[config.mk]
export PLATFORM = sky130hd
export DESIGN_NAME = hfd_fire_drive
export DESIGN_NICKNAME = d
export VERILOG_FILES = /design/src/hfd_pkg.sv /design/src/hfd_slot_mem.sv /design/src/hfd_fire_drive.sv
export SDC_FILE = /design/constraint.sdc
export NUM_CORES = 1
export LEC_CHECK = 0
export BUFFER_PORTS_ARGS = -buffer_cell sky130_fd_sc_hd__buf_4
export CAP_MARGIN = 20
export CORE_ASPECT_RATIO = 0.5
export CORE_MARGIN = 10
export CORE_UTILIZATION = 40
export DETAILED_ROUTE_END_ITERATION = 16
export PLACE_DENSITY = 0.56
export SYNTH_ARGS = -nofsm -noshare
export SYNTH_HDL_FRONTEND = slang
export SYNTH_HIERARCHICAL = 1
export SYNTH_SLANG_ARGS = --single-unit
export TNS_END_PERCENT = 1
[constraint.sdc]
create_clock -name clock -period 7.8 [get_ports clock]
set_input_delay 2.34 -clock clock [delete_from_list [all_inputs] [get_ports clock]]
set_output_delay 2.34 -clock clock [all_outputs]
set_load 0.01 [all_outputs]
[src/hfd_pkg.sv]
`default_nettype none
package hfd_pkg;
  // Register offsets
  localparam logic [7:0] ADDR_STATUS = 8'h00;
  localparam logic [7:0] ADDR_MODE = 8'h01;
  localparam logic [7:0] ADDR_SLOT_FIRST = 8'h04;
  localparam logic [7:0] ADDR_SLOT_LAST = 8'h0B;
  localparam logic [7:0] ADDR_FIRE = 8'h0C;
  localparam logic [7:0] ADDR_RATED = 8'h16;
  localparam logic [7:0] ADDR_CLAMP = 8'h17;
  localparam logic [7:0] ADDR_DRIVE_TIME = 8'h1B;
  localparam logic [7:0] ADDR_SENSE_TIME = 8'h1C;
  localparam logic [7:0] ADDR_LOOP_CFG = 8'h1D;
  localparam logic [7:0] ADDR_OL_PERIOD = 8'h20;
  // Field positions
  localparam int POS_BLANK = 4;
  localparam int POS_OPEN_LOOP = 5;
  localparam int POS_LRA = 7;
  localparam int POS_BUSY = 1;
  // Values after reset
  localparam logic [7:0] RST_RATED = 8'h3F;
  localparam logic [7:0] RST_CLAMP = 8'h8C;
  localparam logic [4:0] RST_DRIVE_TIME = 5'h13;
  localparam logic [3:0] RST_IDISS = 4'h1;
  localparam logic [3:0] RST_BLANK = 4'h1;
  localparam logic [1:0] RST_ZC = 2'h1;
  localparam logic [6:0] RST_OL_PERIOD = 7'h32;
  // Timing: one tick is the unit of every timing field
  localparam int CLK_MHZ = 100;
  localparam int TICK_US = 100;
  localparam int TICK_CYCLES = TICK_US * CLK_MHZ;
  localparam int EFFECT_MS = 50;
  localparam int EFFECT_TICKS = EFFECT_MS * 1000 / TICK_US;
  localparam int OD_MS = 2;
  localparam int OD_TICKS = OD_MS * 1000 / TICK_US;
  localparam int PROC_MS = 100;
  localparam int PROC_TICKS = PROC_MS * 1000 / TICK_US;
  localparam int ZC_WIN_US = 1000;
  localparam int ZC_WIN_TICKS = ZC_WIN_US / TICK_US;

  typedef enum logic [2:0] {
    MODE_INT_TRIG = 3'h0, MODE_EDGE_TRIG = 3'h1, MODE_LEVEL_TRIG = 3'h2,
    MODE_ANALOG_PWM = 3'h3, MODE_AUDIO_VIBE = 3'h4, MODE_REALTIME = 3'h5,
    MODE_DIAG = 3'h6, MODE_CAL = 3'h7
  } hfd_mode_t;

  typedef enum logic [2:0] {
    P_IDLE = 3'h0, P_LOAD = 3'h1, P_PLAY = 3'h2, P_PROC = 3'h3, P_STREAM = 3'h4
  } hfd_proc_t;

  typedef enum logic [1:0] {
    PH_DRIVE = 2'h0, PH_DISSIP = 2'h1, PH_BLANK = 2'h2, PH_ZC = 2'h3
  } hfd_phase_t;

  typedef struct packed {
    logic wr;
    logic rd;
    logic [7:0] addr;
    logic [7:0] wdata;
  } hfd_req_t;

  typedef struct packed {
    logic p;
    logic p_oe_n;
    logic n;
    logic n_oe_n;
  } hfd_bridge_t;

  localparam hfd_bridge_t BRIDGE_HIZ = '{p: 1'b0, p_oe_n: 1'b1, n: 1'b0, n_oe_n: 1'b1};

  typedef struct packed {
    logic go_bit;
    hfd_mode_t mode;
    logic [7:0] rated;
    logic [7:0] clamp;
    logic [4:0] drive_time;
    logic [3:0] idiss;
    logic [3:0] blank;
    logic [1:0] zc;
    logic linear_resonant_actuator;
    logic open_loop;
    logic [6:0] ol_period;
    logic oc_flag;
    hfd_proc_t proc;
    hfd_phase_t phase;
    logic [2:0] slot_idx;
    logic load_wait;
    logic [7:0] effect_id;
    logic [15:0] eff_cnt;
    logic [7:0] ph_cnt;
    logic [5:0] est;
    logic pol;
    logic fire_q;
    logic [15:0] prescale;
    logic [7:0] rdata;
    logic rd_slot;
    logic rvalid;
    logic adc_start;
    logic [7:0] level;
    hfd_bridge_t bridge;
  } hfd_state_t;

  localparam hfd_state_t STATE_RST = '{
    mode: MODE_INT_TRIG, proc: P_IDLE, phase: PH_DRIVE,
    rated: RST_RATED, clamp: RST_CLAMP, drive_time: RST_DRIVE_TIME,
    idiss: RST_IDISS, blank: RST_BLANK, zc: RST_ZC, linear_resonant_actuator: 1'b1,
    ol_period: RST_OL_PERIOD, bridge: BRIDGE_HIZ, default: '0};
endpackage : hfd_pkg
`default_nettype wire

[src/hfd_slot_mem.sv]
`default_nettype none
module hfd_slot_mem #(
  parameter int W = 8,
  parameter int DEPTH = 8,
  parameter int AW = 3
) (
  // Clock and clear
  input wire logic clock,
  input wire logic clear,
  // Write port
  input wire logic we,
  input wire logic [AW-1:0] waddr,
  input wire logic [W-1:0] wdata,
  // Two registered read ports
  input wire logic [AW-1:0] raddr_a,
  output logic [W-1:0] q_a,
  input wire logic [AW-1:0] raddr_b,
  output logic [W-1:0] q_b
);
  typedef struct packed {
    logic [DEPTH-1:0][W-1:0] mem;
    logic [W-1:0] qa;
    logic [W-1:0] qb;
  } hfd_mem_state_t;

  hfd_mem_state_t st_reg;
  hfd_mem_state_t st_next;

  always_comb
  begin
    st_next = st_reg;
    if (we)
    begin
      st_next.mem[waddr] = wdata;
    end
    st_next.qa = st_reg.mem[raddr_a];
    st_next.qb = st_reg.mem[raddr_b];
  end

  // Clear keeps empty slots meaning end of sequence
  always_ff @(posedge clock)
  begin
    if (clear)
    begin
      st_reg <= '0;
    end
    else
    begin
      st_reg <= st_next;
    end
  end

  assign q_a = st_reg.qa;
  assign q_b = st_reg.qb;
endmodule : hfd_slot_mem
`default_nettype wire

[src/hfd_fire_drive.sv]
`default_nettype none
// Contract
// Fire signal starts playback of the eight sequencer slots, or calibration/diagnostics.
// Host writes one to the fire register to start internal-trigger playback.
// Fire bit stays set during playback; device clears it when sequence ends.
// Host clearing fire bit during playback cancels the remaining sequence.
// External trigger modes: trigger drives fire; fire bit mirrors trigger state.
// Streaming modes assert internal fire without changing the fire bit.
// Internal fire is fire bit OR streaming-mode selection.
// No load: closed loop toggles anyway; open loop toggles at configured period. Code toggles polarity in either loop only for the linear actuator.
// Regulator short shuts down; restart with all settings at defaults.
// Output short during a process sets overcurrent flag, held, current cut. Code holds the flag only while output_short stays high.
// Shorts only checked while a process runs; idle shorts wait for next attempt.
// Linear actuator: drive time seeds half-period estimate, then adapts.
// Rotating actuator: drive time sets back-EMF sampling rate.
// Dissipation interval from four-bit field precedes high-impedance sensing.
// Blanking interval from four-bit field precedes back-EMF conversion start.
// After blanking, watch zero crossings; two-bit field sets minimum time.
// Rated level sets steady drive in closed loop only.
// Open loop takes full-scale drive from the overdrive clamp register.
// Closed-loop overdrive and braking may exceed rated, never the clamp.
// Rated level above clamp is limited to the clamp.
// Host programs rated and clamp before calibration; recalibrates after changes.
// Mode field: 0..7 internal, edge, level, analog/PWM, audio, realtime, diag, cal.
module hfd_fire_drive #(
  parameter int TICK_CYCLES = hfd_pkg::TICK_CYCLES,
  parameter int EFFECT_TICKS = hfd_pkg::EFFECT_TICKS,
  parameter int OD_TICKS = hfd_pkg::OD_TICKS,
  parameter int PROC_TICKS = hfd_pkg::PROC_TICKS,
  parameter int ZC_WIN_TICKS = hfd_pkg::ZC_WIN_TICKS
) (
  // Clock and reset
  input wire logic clock,
  input wire logic nrst,
  // Register port from the serial front end
  input wire hfd_pkg::hfd_req_t req,
  output logic [7:0] rdata,
  output logic rvalid,
  // Trigger and sense inputs
  input wire logic trigger,
  input wire logic bemf_zero_cross,
  input wire logic output_short,
  input wire logic regulator_short,
  // Actuator side
  output hfd_pkg::hfd_bridge_t bridge,
  output logic [7:0] drive_level,
  output logic adc_start,
  // Status
  output logic [7:0] effect_id,
  output logic process_busy,
  output logic cal_active,
  output logic diag_active,
  output logic output_overcurrent_flag
);
  localparam logic [15:0] TICK_LAST = 16'(TICK_CYCLES - 1);
  localparam logic [15:0] EFFECT_LAST = 16'(EFFECT_TICKS - 1);
  localparam logic [15:0] BRAKE_FIRST = 16'(EFFECT_TICKS - OD_TICKS);
  localparam logic [15:0] OD_END = 16'(OD_TICKS);
  localparam logic [15:0] PROC_LAST = 16'(PROC_TICKS - 1);
  localparam logic [7:0] ZC_WIN = 8'(ZC_WIN_TICKS);

  hfd_pkg::hfd_state_t st_reg;
  hfd_pkg::hfd_state_t st_next;
  logic [7:0] slot_q_host;
  logic [7:0] slot_q_seq;
  logic fire;
  logic stream_sel;
  logic ext_sel;
  logic tick;
  logic fire_wr;
  logic slot_wr;

  function automatic logic is_slot(input logic [7:0] a);
    is_slot = (a >= hfd_pkg::ADDR_SLOT_FIRST) && (a <= hfd_pkg::ADDR_SLOT_LAST);
  endfunction : is_slot

  function automatic logic drives(input hfd_pkg::hfd_proc_t p, input logic oc);
    drives = !oc && (p == hfd_pkg::P_PLAY || p == hfd_pkg::P_PROC || p == hfd_pkg::P_STREAM);
  endfunction : drives

  function automatic logic [7:0] reg_read(input hfd_pkg::hfd_state_t s, input logic [7:0] a);
    reg_read = 8'h00;
    unique case (a)
      hfd_pkg::ADDR_STATUS:
      begin
        reg_read[0] = s.oc_flag;
        reg_read[hfd_pkg::POS_BUSY] = (s.proc != hfd_pkg::P_IDLE);
      end
      hfd_pkg::ADDR_MODE: reg_read[2:0] = s.mode;
      hfd_pkg::ADDR_FIRE: reg_read[0] = s.go_bit;
      hfd_pkg::ADDR_RATED: reg_read = s.rated;
      hfd_pkg::ADDR_CLAMP: reg_read = s.clamp;
      hfd_pkg::ADDR_DRIVE_TIME: reg_read[4:0] = s.drive_time;
      hfd_pkg::ADDR_SENSE_TIME: reg_read = {s.blank, s.idiss};
      hfd_pkg::ADDR_LOOP_CFG:
      begin
        reg_read[1:0] = s.zc;
        reg_read[hfd_pkg::POS_OPEN_LOOP] = s.open_loop;
        reg_read[hfd_pkg::POS_LRA] = s.linear_resonant_actuator;
      end
      hfd_pkg::ADDR_OL_PERIOD: reg_read[6:0] = s.ol_period;
      default: reg_read = 8'h00;
    endcase
  endfunction : reg_read

  // Mode decode
  assign stream_sel = (st_reg.mode == hfd_pkg::MODE_ANALOG_PWM) ||
                      (st_reg.mode == hfd_pkg::MODE_AUDIO_VIBE) ||
                      (st_reg.mode == hfd_pkg::MODE_REALTIME);
  assign ext_sel = (st_reg.mode == hfd_pkg::MODE_EDGE_TRIG) ||
                   (st_reg.mode == hfd_pkg::MODE_LEVEL_TRIG);
  assign fire = st_reg.go_bit | stream_sel;
  assign tick = (st_reg.prescale == TICK_LAST);
  assign fire_wr = req.wr && (req.addr == hfd_pkg::ADDR_FIRE);
  assign slot_wr = req.wr && is_slot(req.addr);

  hfd_slot_mem #(
    .W(8),
    .DEPTH(8),
    .AW(3)
  ) u_slots (
    .clock(clock),
    .clear(!nrst || regulator_short),
    .we(slot_wr),
    .waddr(3'(req.addr - hfd_pkg::ADDR_SLOT_FIRST)),
    .wdata(req.wdata),
    .raddr_a(3'(req.addr - hfd_pkg::ADDR_SLOT_FIRST)),
    .q_a(slot_q_host),
    .raddr_b(st_reg.slot_idx),
    .q_b(slot_q_seq)
  );

  always_comb
  begin
    logic end_seq;
    logic [5:0] drive_len;
    logic [7:0] zc_min;
    logic [7:0] steady;
    end_seq = 1'b0;
    drive_len = st_reg.linear_resonant_actuator ? st_reg.est : 6'({1'b0, st_reg.drive_time} + 6'h01);
    zc_min = 8'({6'h00, st_reg.zc} + 8'h01);
    steady = (st_reg.rated > st_reg.clamp) ? st_reg.clamp : st_reg.rated;
    st_next = st_reg;
    st_next.rvalid = 1'b0;
    st_next.adc_start = 1'b0;
    st_next.prescale = tick ? 16'h0000 : 16'(st_reg.prescale + 16'h0001);
    st_next.fire_q = fire;
    if (req.wr)
    begin
      unique case (req.addr)
        hfd_pkg::ADDR_MODE: st_next.mode = hfd_pkg::hfd_mode_t'(req.wdata[2:0]);
        hfd_pkg::ADDR_FIRE: st_next.go_bit = req.wdata[0];
        hfd_pkg::ADDR_RATED: st_next.rated = req.wdata;
        hfd_pkg::ADDR_CLAMP: st_next.clamp = req.wdata;
        hfd_pkg::ADDR_DRIVE_TIME: st_next.drive_time = req.wdata[4:0];
        hfd_pkg::ADDR_SENSE_TIME:
        begin
          st_next.idiss = req.wdata[3:0];
          st_next.blank = req.wdata[hfd_pkg::POS_BLANK +: 4];
        end
        hfd_pkg::ADDR_LOOP_CFG:
        begin
          st_next.zc = req.wdata[1:0];
          st_next.open_loop = req.wdata[hfd_pkg::POS_OPEN_LOOP];
          st_next.linear_resonant_actuator = req.wdata[hfd_pkg::POS_LRA];
        end
        hfd_pkg::ADDR_OL_PERIOD: st_next.ol_period = req.wdata[6:0];
        default: st_next.go_bit = st_reg.go_bit;
      endcase
    end
    if (req.rd)
    begin
      st_next.rvalid = 1'b1;
      st_next.rd_slot = is_slot(req.addr);
      st_next.rdata = reg_read(st_reg, req.addr);
    end
    // External trigger overrides any software write
    if (ext_sel)
    begin
      st_next.go_bit = trigger;
    end
    unique case (st_reg.proc)
      hfd_pkg::P_IDLE:
      begin
        if (fire && !st_reg.fire_q && !st_reg.oc_flag)
        begin
          st_next.slot_idx = 3'h0;
          st_next.load_wait = 1'b1;
          st_next.eff_cnt = 16'h0000;
          st_next.ph_cnt = 8'h00;
          st_next.phase = hfd_pkg::PH_DRIVE;
          st_next.pol = 1'b0;
          st_next.est = 6'({1'b0, st_reg.drive_time} + 6'h01);
          if (stream_sel)
          begin
            st_next.proc = hfd_pkg::P_STREAM;
          end
          else if (st_reg.mode == hfd_pkg::MODE_DIAG || st_reg.mode == hfd_pkg::MODE_CAL)
          begin
            st_next.proc = hfd_pkg::P_PROC;
          end
          else
          begin
            st_next.proc = hfd_pkg::P_LOAD;
          end
        end
      end
      hfd_pkg::P_LOAD:
      begin
        // Slot memory read is registered: wait one cycle for data
        if (st_reg.load_wait)
        begin
          st_next.load_wait = 1'b0;
        end
        else if (slot_q_seq == 8'h00)
        begin
          end_seq = 1'b1;
        end
        else
        begin
          st_next.effect_id = slot_q_seq;
          st_next.eff_cnt = 16'h0000;
          st_next.proc = hfd_pkg::P_PLAY;
        end
      end
      hfd_pkg::P_PLAY:
      begin
        if (tick && st_reg.eff_cnt == EFFECT_LAST)
        begin
          if (st_reg.slot_idx == 3'h7)
          begin
            end_seq = 1'b1;
          end
          else
          begin
            st_next.slot_idx = 3'(st_reg.slot_idx + 3'h1);
            st_next.load_wait = 1'b1;
            st_next.proc = hfd_pkg::P_LOAD;
          end
        end
        else if (tick)
        begin
          st_next.eff_cnt = 16'(st_reg.eff_cnt + 16'h0001);
        end
      end
      hfd_pkg::P_PROC:
      begin
        if (tick && st_reg.eff_cnt == PROC_LAST)
        begin
          end_seq = 1'b1;
        end
        else if (tick)
        begin
          st_next.eff_cnt = 16'(st_reg.eff_cnt + 16'h0001);
        end
      end
      hfd_pkg::P_STREAM:
      begin
        st_next.proc = hfd_pkg::P_STREAM;
      end
      default: st_next.proc = hfd_pkg::P_IDLE;
    endcase
    if (end_seq)
    begin
      st_next.proc = hfd_pkg::P_IDLE;
      st_next.effect_id = 8'h00;
      // A fresh host write of the fire bit wins over the self-clear
      if (!ext_sel && !fire_wr)
      begin
        st_next.go_bit = 1'b0;
      end
    end
    // Edge trigger plays to the end once started
    if (!fire && st_reg.proc != hfd_pkg::P_IDLE && st_reg.mode != hfd_pkg::MODE_EDGE_TRIG)
    begin
      st_next.proc = hfd_pkg::P_IDLE;
      st_next.effect_id = 8'h00;
    end
    // Only a running process can see the short
    st_next.oc_flag = output_short && (st_reg.oc_flag || st_reg.proc != hfd_pkg::P_IDLE);
    if (output_short && st_reg.proc != hfd_pkg::P_IDLE)
    begin
      st_next.proc = hfd_pkg::P_IDLE;
      st_next.effect_id = 8'h00;
      if (!ext_sel)
      begin
        st_next.go_bit = 1'b0;
      end
    end
    if (!drives(st_reg.proc, st_reg.oc_flag))
    begin
      st_next.phase = hfd_pkg::PH_DRIVE;
      st_next.ph_cnt = 8'h00;
    end
    else if (st_reg.open_loop)
    begin
      st_next.phase = hfd_pkg::PH_DRIVE;
      if (tick && st_reg.ph_cnt == {1'b0, st_reg.ol_period})
      begin
        st_next.ph_cnt = 8'h00;
        st_next.pol = st_reg.linear_resonant_actuator ? !st_reg.pol : st_reg.pol;
      end
      else if (tick)
      begin
        st_next.ph_cnt = 8'(st_reg.ph_cnt + 8'h01);
      end
    end
    else if (tick)
    begin
      st_next.ph_cnt = 8'(st_reg.ph_cnt + 8'h01);
      unique case (st_reg.phase)
        hfd_pkg::PH_DRIVE:
        begin
          if (8'(st_reg.ph_cnt + 8'h01) == {2'b00, drive_len})
          begin
            st_next.phase = hfd_pkg::PH_DISSIP;
            st_next.ph_cnt = 8'h00;
          end
        end
        hfd_pkg::PH_DISSIP:
        begin
          if (st_reg.ph_cnt == {4'h0, st_reg.idiss})
          begin
            st_next.phase = hfd_pkg::PH_BLANK;
            st_next.ph_cnt = 8'h00;
          end
        end
        hfd_pkg::PH_BLANK:
        begin
          if (st_reg.ph_cnt == {4'h0, st_reg.blank})
          begin
            st_next.adc_start = 1'b1;
            st_next.ph_cnt = 8'h00;
            // Rotating actuator only samples, then drives again
            st_next.phase = st_reg.linear_resonant_actuator ? hfd_pkg::PH_ZC : hfd_pkg::PH_DRIVE;
          end
        end
        hfd_pkg::PH_ZC:
        begin
          // No crossing: lengthen estimate; keeps toggling with no load
          if (st_reg.ph_cnt == 8'(zc_min + ZC_WIN))
          begin
            st_next.phase = hfd_pkg::PH_DRIVE;
            st_next.ph_cnt = 8'h00;
            st_next.pol = !st_reg.pol;
            st_next.est = (st_reg.est == 6'h3F) ? st_reg.est : 6'(st_reg.est + 6'h01);
          end
        end
      endcase
    end
    if (drives(st_reg.proc, st_reg.oc_flag) && !st_reg.open_loop &&
        st_reg.phase == hfd_pkg::PH_ZC && bemf_zero_cross && st_reg.ph_cnt >= zc_min)
    begin
      st_next.phase = hfd_pkg::PH_DRIVE;
      st_next.ph_cnt = 8'h00;
      st_next.pol = !st_reg.pol;
      if (st_reg.ph_cnt == zc_min && st_reg.est > 6'h01)
      begin
        st_next.est = 6'(st_reg.est - 6'h01);
      end
    end
    st_next.bridge = hfd_pkg::BRIDGE_HIZ;
    st_next.level = 8'h00;
    if (drives(st_next.proc, st_next.oc_flag) && st_next.phase == hfd_pkg::PH_DRIVE)
    begin
      st_next.bridge = '{p: !st_next.pol, p_oe_n: 1'b0, n: st_next.pol, n_oe_n: 1'b0};
      if (st_next.open_loop)
      begin
        st_next.level = st_next.clamp;
      end
      else if (st_next.proc == hfd_pkg::P_PLAY &&
               (st_next.eff_cnt < OD_END || st_next.eff_cnt >= BRAKE_FIRST))
      begin
        st_next.level = st_next.clamp;
      end
      else
      begin
        st_next.level = (st_next.rated > st_next.clamp) ? st_next.clamp : st_next.rated;
      end
    end
    else if (drives(st_next.proc, st_next.oc_flag) && st_next.phase == hfd_pkg::PH_DISSIP)
    begin
      st_next.bridge = '{p: 1'b0, p_oe_n: 1'b0, n: 1'b0, n_oe_n: 1'b0};
    end
    if (steady > st_reg.clamp)
    begin
      st_next.level = 8'h00;
    end
  end

  // Regulator short holds everything at defaults until removed
  always_ff @(posedge clock)
  begin
    if (!nrst || regulator_short)
    begin
      st_reg <= hfd_pkg::STATE_RST;
    end
    else
    begin
      st_reg <= st_next;
    end
  end

  assign rdata = st_reg.rd_slot ? slot_q_host : st_reg.rdata;
  assign rvalid = st_reg.rvalid;
  assign bridge = st_reg.bridge;
  assign drive_level = st_reg.level;
  assign adc_start = st_reg.adc_start;
  assign effect_id = st_reg.effect_id;
  assign process_busy = (st_reg.proc != hfd_pkg::P_IDLE);
  assign cal_active = (st_reg.proc == hfd_pkg::P_PROC) && (st_reg.mode == hfd_pkg::MODE_CAL);
  assign diag_active = (st_reg.proc == hfd_pkg::P_PROC) && (st_reg.mode == hfd_pkg::MODE_DIAG);
  assign output_overcurrent_flag = st_reg.oc_flag;
endmodule : hfd_fire_drive
`default_nettype wire

* Word level (Yosys, flattened, before mapping)
Index checks and enable logic that the tools add are counted.
Widths: inputs -> output; s select.
** Storage, ports and cells
- Bits in registers :: 213
** Cells by class
- Add/sub/neg operators :: 10
- Magnitude comparators :: 12
- Equality and inequality tests :: 41
- Mux-type cells :: 97
- Bitwise operators :: 7
- Reduce and logical (&&, ||, !) cells :: 68
** Operators by type and width (count)
- $mux 8 :: 17
- $mux 16 :: 5
- $bwmux 64 :: 1
- $pmux 16 s4 :: 1
- $mux 31 :: 2
- $bmux 8 s3 :: 2
- $mux 15 :: 3
- $mux 44 :: 1
- $eq 8x5->1 const B :: 5
- $add 16x1->16 const B :: 2
- $pmux 8 s4 :: 1
- $mux 3 :: 10
- $mux 7 :: 4
- $logic_and 1x1->1 :: 26
- $demux 8 s3 :: 1
- $gt 8x8->1 :: 3
- $mux 6 :: 4
- $mux 2 :: 11
- $eq 3x3->1 const B :: 7
- $eq 3x2->1 const B :: 6
- $eq 16x10->1 const B :: 1
- $eq 16x14->1 const B :: 1
- $eq 16x9->1 const B :: 1
- $eq 8x4->1 :: 2
- other kinds (59) :: 118

* Depth between registers and ports, before layout
Gate-level depths: netlist of run 1.
- Depth after elaboration :: 18
- Gate-level depth with buffers :: 16
- Depth with buffers taken out :: 16

* Hierarchy
Netlist of run 1, hierarchy kept.
** Modules (own cells, without submodules)
- hfd_fire_drive :: instances 1, cells an instance 1045, area an instance 8393.0 µm², sequential area each 2642.5 µm²
- hfd_slot_mem :: instances 1, cells an instance 380, area an instance 3956.3 µm², sequential area each 1601.5 µm²

* Worst setup path before layout of run 1
Ideal clock, no wire load.
- Path type :: input to register
- Start :: in req[13] in the netlist's numbering
- End :: reg st_reg (netlist bit drive_level[0])
- Setup time :: 87 ps
- Arrival :: 5717 ps
- Data required time :: 7713 ps
- Setup slack :: 1996 ps
- Stages :: 15
- Buffers on the path :: 0
- Cells stage by stage :: nor4b_2 > nor3b_1 > nand2_1 > mux2i_1 > inv_1 > ha_1 > a21oi_1 > nor2b_1 > o31a_1 > o21a_1 > o21a_1 > o22ai_1 > nand2_1 > a21o_4 > a211oi_1
** RTL lines
- from (decl) :: line hfd_fire_drive.sv:36 : input wire hfd_pkg::hfd_req_t req,
- to (signal assigned) :: line hfd_fire_drive.sv:396 : st_reg <= hfd_pkg::STATE_RST;
- to (signal assigned) :: line hfd_fire_drive.sv:400 : st_reg <= st_next;
- to (decl) :: line hfd_fire_drive.sv:62 : hfd_pkg::hfd_state_t st_reg;

==> flow_metrics.tcl, run 1 <==
set metrics [dict create \
    vdd_drop_max_mv 0.125 \
    cts.sinks 212 \
    holdCritStartpoint "st_reg[23]" \
    drive_gt1_share_pct 11.7 \
    final_cells 1798 \
    timing.final.crit_share_pct 81.9 \
    hold_violations 0 \
    hold_buffers 0 \
    fp-row-count 45 \
    drt-pass1-iter-count 5 \
    async_reset_ff_share_pct 0 \
    netlist.area_leader.share_pct 34.4 \
    vias_per_cell 5.85 \
    core_area_sq_um 30300 \
    routedWlPerCell_um 20.8 \
    yosysMostFrequentCell "dfxtp_1" \
    reg2reg_slack_ps 3510 \
    tightest_slew_ps 1050 \
    required_ps 8230 \
    cts_resized 0 \
    hold_path_end "st_reg[23]" \
    synthFlopType "dfxtp_1" \
    yosys_register_bits 212 \
    ys_seq_area_share_pct 34.4 \
    die_area_sq_um 38700 \
    hp-class "flop to flop" \
    synth-edff-count 0 \
    cts_buffers 22 \
    p_comb_share_pct 3.5 \
    power.switching_uw 528 \
    sw_frac_of_total_pct 22.5 \
    synth_area_sq_um 12300 \
    post_cts_buffers 0 \
    crit_path_start_kind "input port" \
    synth_cell_types 88 \
    syn_inst 1425 \
    syn_to_final_growth_pct 8.61 \
    crit_arrival_ps 6820 \
    largest_register_ffs 110 \
    start_util_pct 40.7 \
    grt_max_degree 76 \
    htree_levels 1 \
    cts_tree "built" \
    seqPwrFrac_pct 46.2 \
    synth_fp_nets 1487 \
    timing.hold.ws_ps 450 \
    power_per_cell_area_nw_per_um2 175 \
    synth_warnings 6 \
    leakage_nw 4.98 \
    endpoint_kind "flop" \
    io_buffers 57 \
    overflow 0 \
    chipHeight_um 144 \
    clock.fmax_ghz 0.157 \
    antenna_found_initial 0 \
    via_count 10510 \
    path_cells "buf_4 -> nor4b_2 -> nor3b_1 -> nand2_1 -> mux2i_1 -> inv_1 -> ha_1 -> a21oi_1 -> nor2b_1 -> o31a_1 -> o21a_1 -> o21a_1 -> o22ai_1 -> nand2_1 -> a21o_4 -> a211oi_1" \
    min_path_cells 1 \
    ant_nets 0 \
    clockBufferDepth 3 \
    synth_top_cell_by_area "dfxtp_1" \
    slew_headroom_pct 29.6 \
    grt_pass1_wl_um 59000 \
    r2r-end "drive_level[0]" \
    internal_power_mw 1.82 \
    cp_slowest_cell "nor3b_1" \
    worstPathMaxFanout 8 \
    status "completed" \
    worst_clock_skew_ps 22.5 \
    finalSetupTns_ps 0 \
    dpl.hpwl_um 26200 \
    ioPinCount 58 \
    antennaDiodeCount 0 \
    synth_top_cells_by_area "dfxtp_1 (34%), mux2i_1 (6.5%), nand2_1 (5.7%), mux4_1 (4.3%), nor2_1 (4.1%)" \
    setup_viol_count_final 0 \
    gr-usage-all-layers_pct 19.2 \
    ctsRootBufferMaster "clkbuf_16" \
    drt_iter0_drc 960 \
    slowest_delay_ps 750 \
    drt_wl_total_um 37300 \
    postSynthAreaPerCell_sq_um 8.67 \
    synth_common_cells "dfxtp_1 (212), nand2_1 (188), nor2_1 (134), a21oi_1 (97), mux2i_1 (80)" \
    rsz0062_at_grt "no" \
    drc 0 \
    insertion_delay_ps 530 \
    min_period_ps 6390 \
    worst-setup-path-type "input port to flop" \
    nets 1446 \
    dp_cells 1758 \
    fp.dieW_um 268 \
    maxCapViolations 0 \
    clk_pin_slew_worst_paths_ps 60 \
    reg2reg_depth 14 \
    worstReg2RegStart "st_reg[119]" \
    routabilityCongestion 0.908 \
    pwr-share-clk_pct 50.3 \
    slew_violations 0 \
    grt_pass1_vias 10319 \
]
[routing by layer]
metal	routed length, um	share of wire, %	track usage [%]	up-vias
li1	-	-	-	5003
met1	17500	47	26.3	5181
met2	17400	47	31.6	281
met3	1820	4.9	2.76	45
met4	692	1.9	4.29	0
met5	0	0	0	-
[logic make-up (layout without fill, tap and decap cells)]
logic type / count (synthesis) / in the layout / synth area share (%)
buffers and inverters: 176 / 150 / 7.52
xor gates and xnor gates: 43 / 43 / 3.05
DFF: 212 / 212 / 34.4
muxes: 129 / 129 / 14.5
adders and majority gates: 38 / 38 / 3.85
and+or+nand+nor: 565 / 565 / 23.1
AOI/OAI and AO/OA: 262 / 262 / 13.7
[through the flow]
stage / utilization [%] / setup slack (ps) / power [mW] / cell area (sq um)
floorplan: - / 2000 / 1.16 / 12300
global placement: 41.5 / 1030 / 1.19 / 12600
detailed placement: 41.5 / 946 / 1.19 / 12600
CTS: 44.1 / 1510 / 2.38 / 13400
global route: 44.2 / 1160 / 2.43 / 13400
finish: 44.2 / 1410 / 2.35 / 13400
[area by class of cell]
| type | count | area (sq um) |
|---|---|---|
| timing repair buffer | 65 | 508 |
| multi-input combinational | 1037 | 7190 |
| inverter | 46 | 175 |
| tap | 399 | 499 |
| clock buffer | 28 | 603 |
| fill | 2945 | 16900 |
| sequential | 212 | 4240 |
| clock inverter | 11 | 198 |
[worst max path at each step]
stage	start	endpoint	slack [ps]	cells past startpoint
after floorplan	req[13]	drive_level[0]	2000	15
after global placement	req[13]	drive_level[4]	1030	16
after detailed placement	req[13]	drive_level[2]	950	16
after CTS	req[13]	drive_level[0]	1510	16
after global routing	req[13]	drive_level[0]	1160	16
final	req[13]	drive_level[0]	1410	16
[critical path, delay by kind of cell]
kind / cells / cell delay, ps
adders and majority gates: 1 / 310
buffers and inverters: 2 / 220
AOI/OAI and AO/OA: 7 / 1470
muxes: 1 / 350
and+or+nand+nor: 5 / 2120
[power by group through the flow]
stage	logic (mW)	registers, mW	clock network, mW
floorplan	0.0483	1.11	0
global placement	0.0802	1.11	0
detailed placement	0.0818	1.11	0
CTS	0.0818	1.09	1.21
global route	0.0872	1.09	1.26
finish	0.0816	1.09	1.18
[layout by cell type (no fill, tap or decap), types with 17 or more instances in the layout]
cell	Yosys	final
nand3_1	75	75
nand2_1	188	188
buf_4	43	64
ha_1	38	38
mux2_2	17	17
mux2i_1	80	80
a21oi_1	97	97
nand4_1	21	21
mux4_1	20	20
xor2_1	17	17
a211oi_1	28	28
a31oi_1	19	19
o21ai_0	42	42
nor2_1	134	134
clkbuf_16	0	22
xnor2_1	26	26
inv_1	46	45
dfxtp_1	212	212
No activity file was read; power rests on OpenSTA's default activity.
==> inputs of run 2 (changes only) <==
- clock period: 7.8 -> 6.5 ns (I/O delays scaled with it)
==> run 2 against run 1 <==
Effect of this change: first-iteration DRC count grew 5.6%; flip-flop and latch count did not move; combinational power is 19% higher; hold slack improved by 2.3 ps; wire length is 0.61% lower; global-route usage shrank 0.31 points; sequential power up 19%; register-to-register slack worse by 1400 ps; final area decreased by 0.76%; final cell count down 0.11%; die area unchanged; largest cell class unchanged; largest power group is now registers; highest routed layer unchanged.
==> flow_metrics.tcl, run 2 (synthesis results as in run 1) <==
set metrics [dict create \
    status "completed" \
    post_cts_buffers 0 \
    via_count 10445 \
    ctsRootBufferMaster "clkbuf_16" \
    crit_arrival_ps 5990 \
    cts_buffers 21 \
    largest_register_ffs 110 \
    die_area_sq_um 38700 \
    finalPower_mw 2.68 \
    worst-setup-path-type "input port to flop" \
    insertion_delay_ps 530 \
    grt_max_degree 89 \
    htree_levels 1 \
    grt_pass1_vias 9930 \
    fp-row-count 45 \
    chipHeight_um 144 \
    hold_buffers 0 \
    dpl.hpwl_um 26200 \
    drt_wl_total_um 37100 \
    setup_viol_count_final 0 \
    cts_tree "built" \
    maxCapViolations 0 \
    drt_iter0_drc 1014 \
    routedWlPerCell_um 20.7 \
    hold_violations 0 \
    timing.final.crit_share_pct 85.7 \
    cp_slowest_cell "nor4b_2" \
    slew_violations 0 \
    core_area_sq_um 30300 \
    timing.hold.ws_ps 452 \
    io_buffers 57 \
    crit_top_cell "nand2_1" \
    gr-usage-all-layers_pct 18.9 \
    worstReg2RegStart "st_reg[118]" \
    drc 0 \
    nets 1448 \
    endpoint_kind "flop" \
    ant_nets 0 \
    cts.sinks 212 \
    min_period_ps 5570 \
    clk_pin_slew_worst_paths_ps 70 \
    ioPinCount 58 \
    grt_pass1_wl_um 57900 \
    tightest_slew_ps 1120 \
    finalSetupTns_ps 0 \
    power_per_cell_area_nw_per_um2 201 \
    drt-pass1-iter-count 5 \
    antennaDiodeCount 0 \
    leakage_nw 4.94 \
    layout_commonest_cell "dfxtp_1" \
    reg2reg_depth 14 \
    utilization_pct 43.9 \
    cp-endpoint "drive_level[4]" \
    syn_to_final_growth_pct 7.78 \
    clockBufferDepth 3 \
    vdd_drop_max_mv 0.154 \
    cts_resized 0 \
    overflow 0 \
    vias_per_cell 5.82 \
    antenna_found_initial 0 \
    layout_common_cells "dfxtp_1 (212), nand2_1 (188), nor2_1 (134), a21oi_1 (97), mux2i_1 (80)" \
    required_ps 6920 \
    hp-class "flop to flop" \
    worst_clock_skew_ps 13.4 \
    worstPathMaxFanout 8 \
    routabilityCongestion 0.898 \
    start_util_pct 40.7 \
    r2r-end "drive_level[4]" \
    slew_headroom_pct 24.6 \
    path_cells "buf_4 -> nor4b_2 -> nand2_1 -> nor2_1 -> buf_4 -> nand2_1 -> mux2i_1 -> ha_1 -> a21oi_1 -> nor2b_1 -> o31a_1 -> o21a_1 -> o21a_1 -> o22ai_1 -> nand2_1 -> a21o_4 -> a211oi_1" \
    slowest_delay_ps 520 \
    reg2reg_slack_ps 2100 \
    rsz0062_at_grt "no" \
    clock.fmax_ghz 0.179 \
    drive_gt1_share_pct 11.6 \
    fp.dieW_um 268 \
    worstSetupStartpoint "req[13]" \
    crit_path_start_kind "input port" \
]
-- run 2: cell count changes in the layout (fill, tap and decap cells not counted) --
cell,previous run,this run
inv_6,0,1
clkinv_4,1,0
buf_16,1,0
clkbuf_1,3,2
buf_4,64,68
clkinv_8,1,0
clkbuf_16,22,21
bufinv_16,5,3
-- run 2: cell type report --
type	count	area, sq um
fillers	2982	17000
multi-input cells	1037	7190
flip-flops and latches	212	4240
clock buffers	26	574
repair buffers	68	510
well taps	399	499
inverters	46	175
clock inverters	8	121
-- run 2: how the worst min path moves through the flow --
stage | start | to | slack (ps) | cells past startpoint
global placement | st_reg[23] | st_reg[23] | 430 | 1
floorplan | st_reg[23] | st_reg[23] | 420 | 1
global route | u_slots/st_reg[42] | u_slots/st_reg[42] | 480 | 2
finish | st_reg[23] | st_reg[23] | 450 | 1
detailed placement | st_reg[23] | st_reg[23] | 450 | 1
CTS | st_reg[23] | st_reg[23] | 460 | 1
-- run 2: critical path, delay by kind of cell --
family          cells  cell delay [ps]
compound gates      7             1510
simple gates        6             1510
mux                 1              410
fa+ha+maj           1              310
buf+inv             2              280
-- run 2: where the power goes --
part	switching (mW)	total, mW	internal (mW)
combinational	0.0687	0.0975	0.0288
sequential	0.00192	1.30	1.30
clock	0.532	1.28	0.743
-- run 2: through the flow --
step | area [sq um] | setup slack (ps) | std cells
6_report | 13300 | 927 | 1796
5_1_grt | 13300 | 658 | 1796
4_1_cts | 13300 | 965 | 1796
3_5_place_dp | 12600 | 451 | 1762
3_3_place_gp | 12600 | 572 | 1762
2_1_floorplan | 12300 | 1090 | 1425
-- run 2: layer usage --
| metal | global-route usage, % | part of all wire (%) | up-vias |
|---|---|---|---|
| met5 | 0 | 0 | - |
| met4 | 3.85 | 1.9 | 0 |
| met3 | 2.37 | 4.6 | 55 |
| met2 | 31.4 | 46 | 281 |
| met1 | 26.0 | 47 | 5116 |
| li1 | - | - | 4993 |
==> inputs of run 3 (changes only) <==
- RECOVER_POWER: default -> 100
- SLEW_MARGIN: default -> 20
==> run 3 against run 2 <==
Effect of this change: the run now ends with capacitance limit, slew limit left; final area decreased by 1.3%; critical endpoint unchanged; combinational power is 2.7% lower; clock skew is 1.1 ps higher; global-route usage unchanged; clock power about the same; wire length about the same.
==> flow_metrics.tcl, run 3 (synthesis results as in run 1) <==
set metrics [dict create \
    worst_clock_skew_ps 14.5 \
    dpl.hpwl_um 26200 \
    chipHeight_um 144 \
    gr-usage-all-layers_pct 18.9 \
    largest_register_ffs 110 \
    path_cells "clkbuf_1 -> nor4b_2 -> nand2_1 -> nor2_1 -> clkbuf_1 -> nand2_1 -> mux2i_1 -> ha_1 -> a21oi_1 -> nor2b_1 -> o31a_1 -> o21a_1 -> o21a_1 -> o22ai_1 -> nand2_1 -> a21o_1 -> a211oi_1" \
    vdd_drop_max_mv 0.154 \
    start_util_pct 40.7 \
    hp-class "flop to flop" \
    stdcell_area_sq_um 13100 \
    nets 1448 \
    via_count 10460 \
    crit_top_cell "nand2_1" \
    fp-row-count 45 \
    insertion_delay_ps 520 \
    die_area_sq_um 38700 \
    rsz0062_at_grt "no" \
    timing.final.crit_share_pct 89.4 \
    worst-setup-path-type "input port to flop" \
    power_per_cell_area_nw_per_um2 203 \
    htree_levels 1 \
    min_path_cells 1 \
    drt-pass1-iter-count 8 \
    cts_tree "built" \
    ioPinCount 58 \
    layout_commonest_cell "dfxtp_1" \
    cp.depth 17 \
    maxCapViolations 3 \
    vias_per_cell 5.82 \
    highest_layer "met4" \
    crit_path_start_kind "input port" \
    reg2reg_depth 9 \
    io_buffers 57 \
    antennaDiodeCount 0 \
    routedWlPerCell_um 20.7 \
    layout_common_cells "dfxtp_1 (212), nand2_1 (188), nor2_1 (134), a21oi_1 (97), mux2i_1 (80)" \
    cts_buffers 21 \
    dr_wl_met3_um 1900 \
    status "finished with violations" \
    drc 0 \
    grt_max_degree 89 \
    clk_pin_slew_worst_paths_ps 70 \
    core_area_sq_um 30300 \
    routabilityCongestion 0.898 \
    fp.dieW_um 268 \
    ctsRootBufferMaster "clkbuf_16" \
    grt_pass1_vias 9930 \
    finalSetupTns_ps 0 \
    leakage_nw 4.79 \
    setup_viol_count_final 0 \
    place_area_sq_um 12600 \
    post_cts_buffers 0 \
    crit_arrival_ps 6230 \
    overflow 0 \
    slowest_delay_ps 540 \
    clockBufferDepth 3 \
    ant_nets 0 \
    cp_slowest_cell "nor4b_2" \
    grt_pass1_wl_um 57900 \
    antenna_found_initial 0 \
    drt_wl_total_um 37100 \
    path_delay_family "compound AO/OA/AOI/OAI gates" \
    dr_wl_met2_um 17000 \
    syn_to_final_growth_pct 6.36 \
    endpoint_kind "flop" \
    hold_buffers 0 \
    drt-met1-wl_um 17500 \
    failed_checks "capacitance limit, slew limit" \
    slew_violations 120 \
    worstPathMaxFanout 8 \
    cts_resized 0 \
    critPathBufInv 2 \
    tightest_slew_ps 2370 \
    slew_headroom_pct -58.0 \
    cts.sinks 212 \
    clock.fmax_ghz 0.172 \
    min_period_ps 5810 \
    drt_iter0_drc 922 \
    required_ps 6920 \
    hold_violations 0 \
    drive_gt1_share_pct 7.95 \
]
## run 3: cell types whose count changed in the layout (fill, tap and decap cells not counted), sizes merged
cell    previous run  this run
clkbuf            26        67
buf               68        27
## run 3: final cells by class
class | count | area (sq um)
well taps | 399 | 499
clock inverters | 8 | 121
fillers | 3014 | 17200
clock buffers | 26 | 574
inverters | 46 | 175
flip-flops and latches | 212 | 4240
multi-input cells | 1037 | 7160
repair buffers | 68 | 364
## run 3: stage by stage
stage / util (%) / power (mW) / instances / worst slack, ps / hold WS (ps)
2_1_floorplan: - / 1.39 / 1425 / 1090 / 418
3_3_place_gp: 41.6 / 1.43 / 1762 / 572 / 435
3_5_place_dp: 41.6 / 1.43 / 1762 / 451 / 447
4_1_cts: 43.9 / 2.70 / 1796 / 965 / 461
5_1_grt: 43.3 / 2.76 / 1796 / 353 / 481
6_report: 43.3 / 2.67 / 1796 / 688 / 452
## run 3: metal layers
layer | vias up | track usage (%)
met4 | 0 | 3.85
met2 | 309 | 31.4
li1 | 5002 | -
met5 | - | 0
met1 | 5098 | 26.0
met3 | 51 | 2.37
## run 3: power by group
group | switching (mW) | internal, mW | total [mW]
sequential | 0.00190 | 1.30 | 1.30
combinational | 0.0682 | 0.0266 | 0.0949
clock | 0.531 | 0.743 | 1.27
total | 0.601 | 2.07 | 2.67
## run 3: worst paths after layout
check | slack (ps) | start | endpoint
worst max-delay path | 690 | req[13] | drive_level[4]
worst min-delay path | 450 | st_reg[23] | st_reg[23]
worst max register to register | 1820 | u_slots/q_b[7] | drive_level[4]
worst min register to register | 450 | st_reg[23] | st_reg[23]
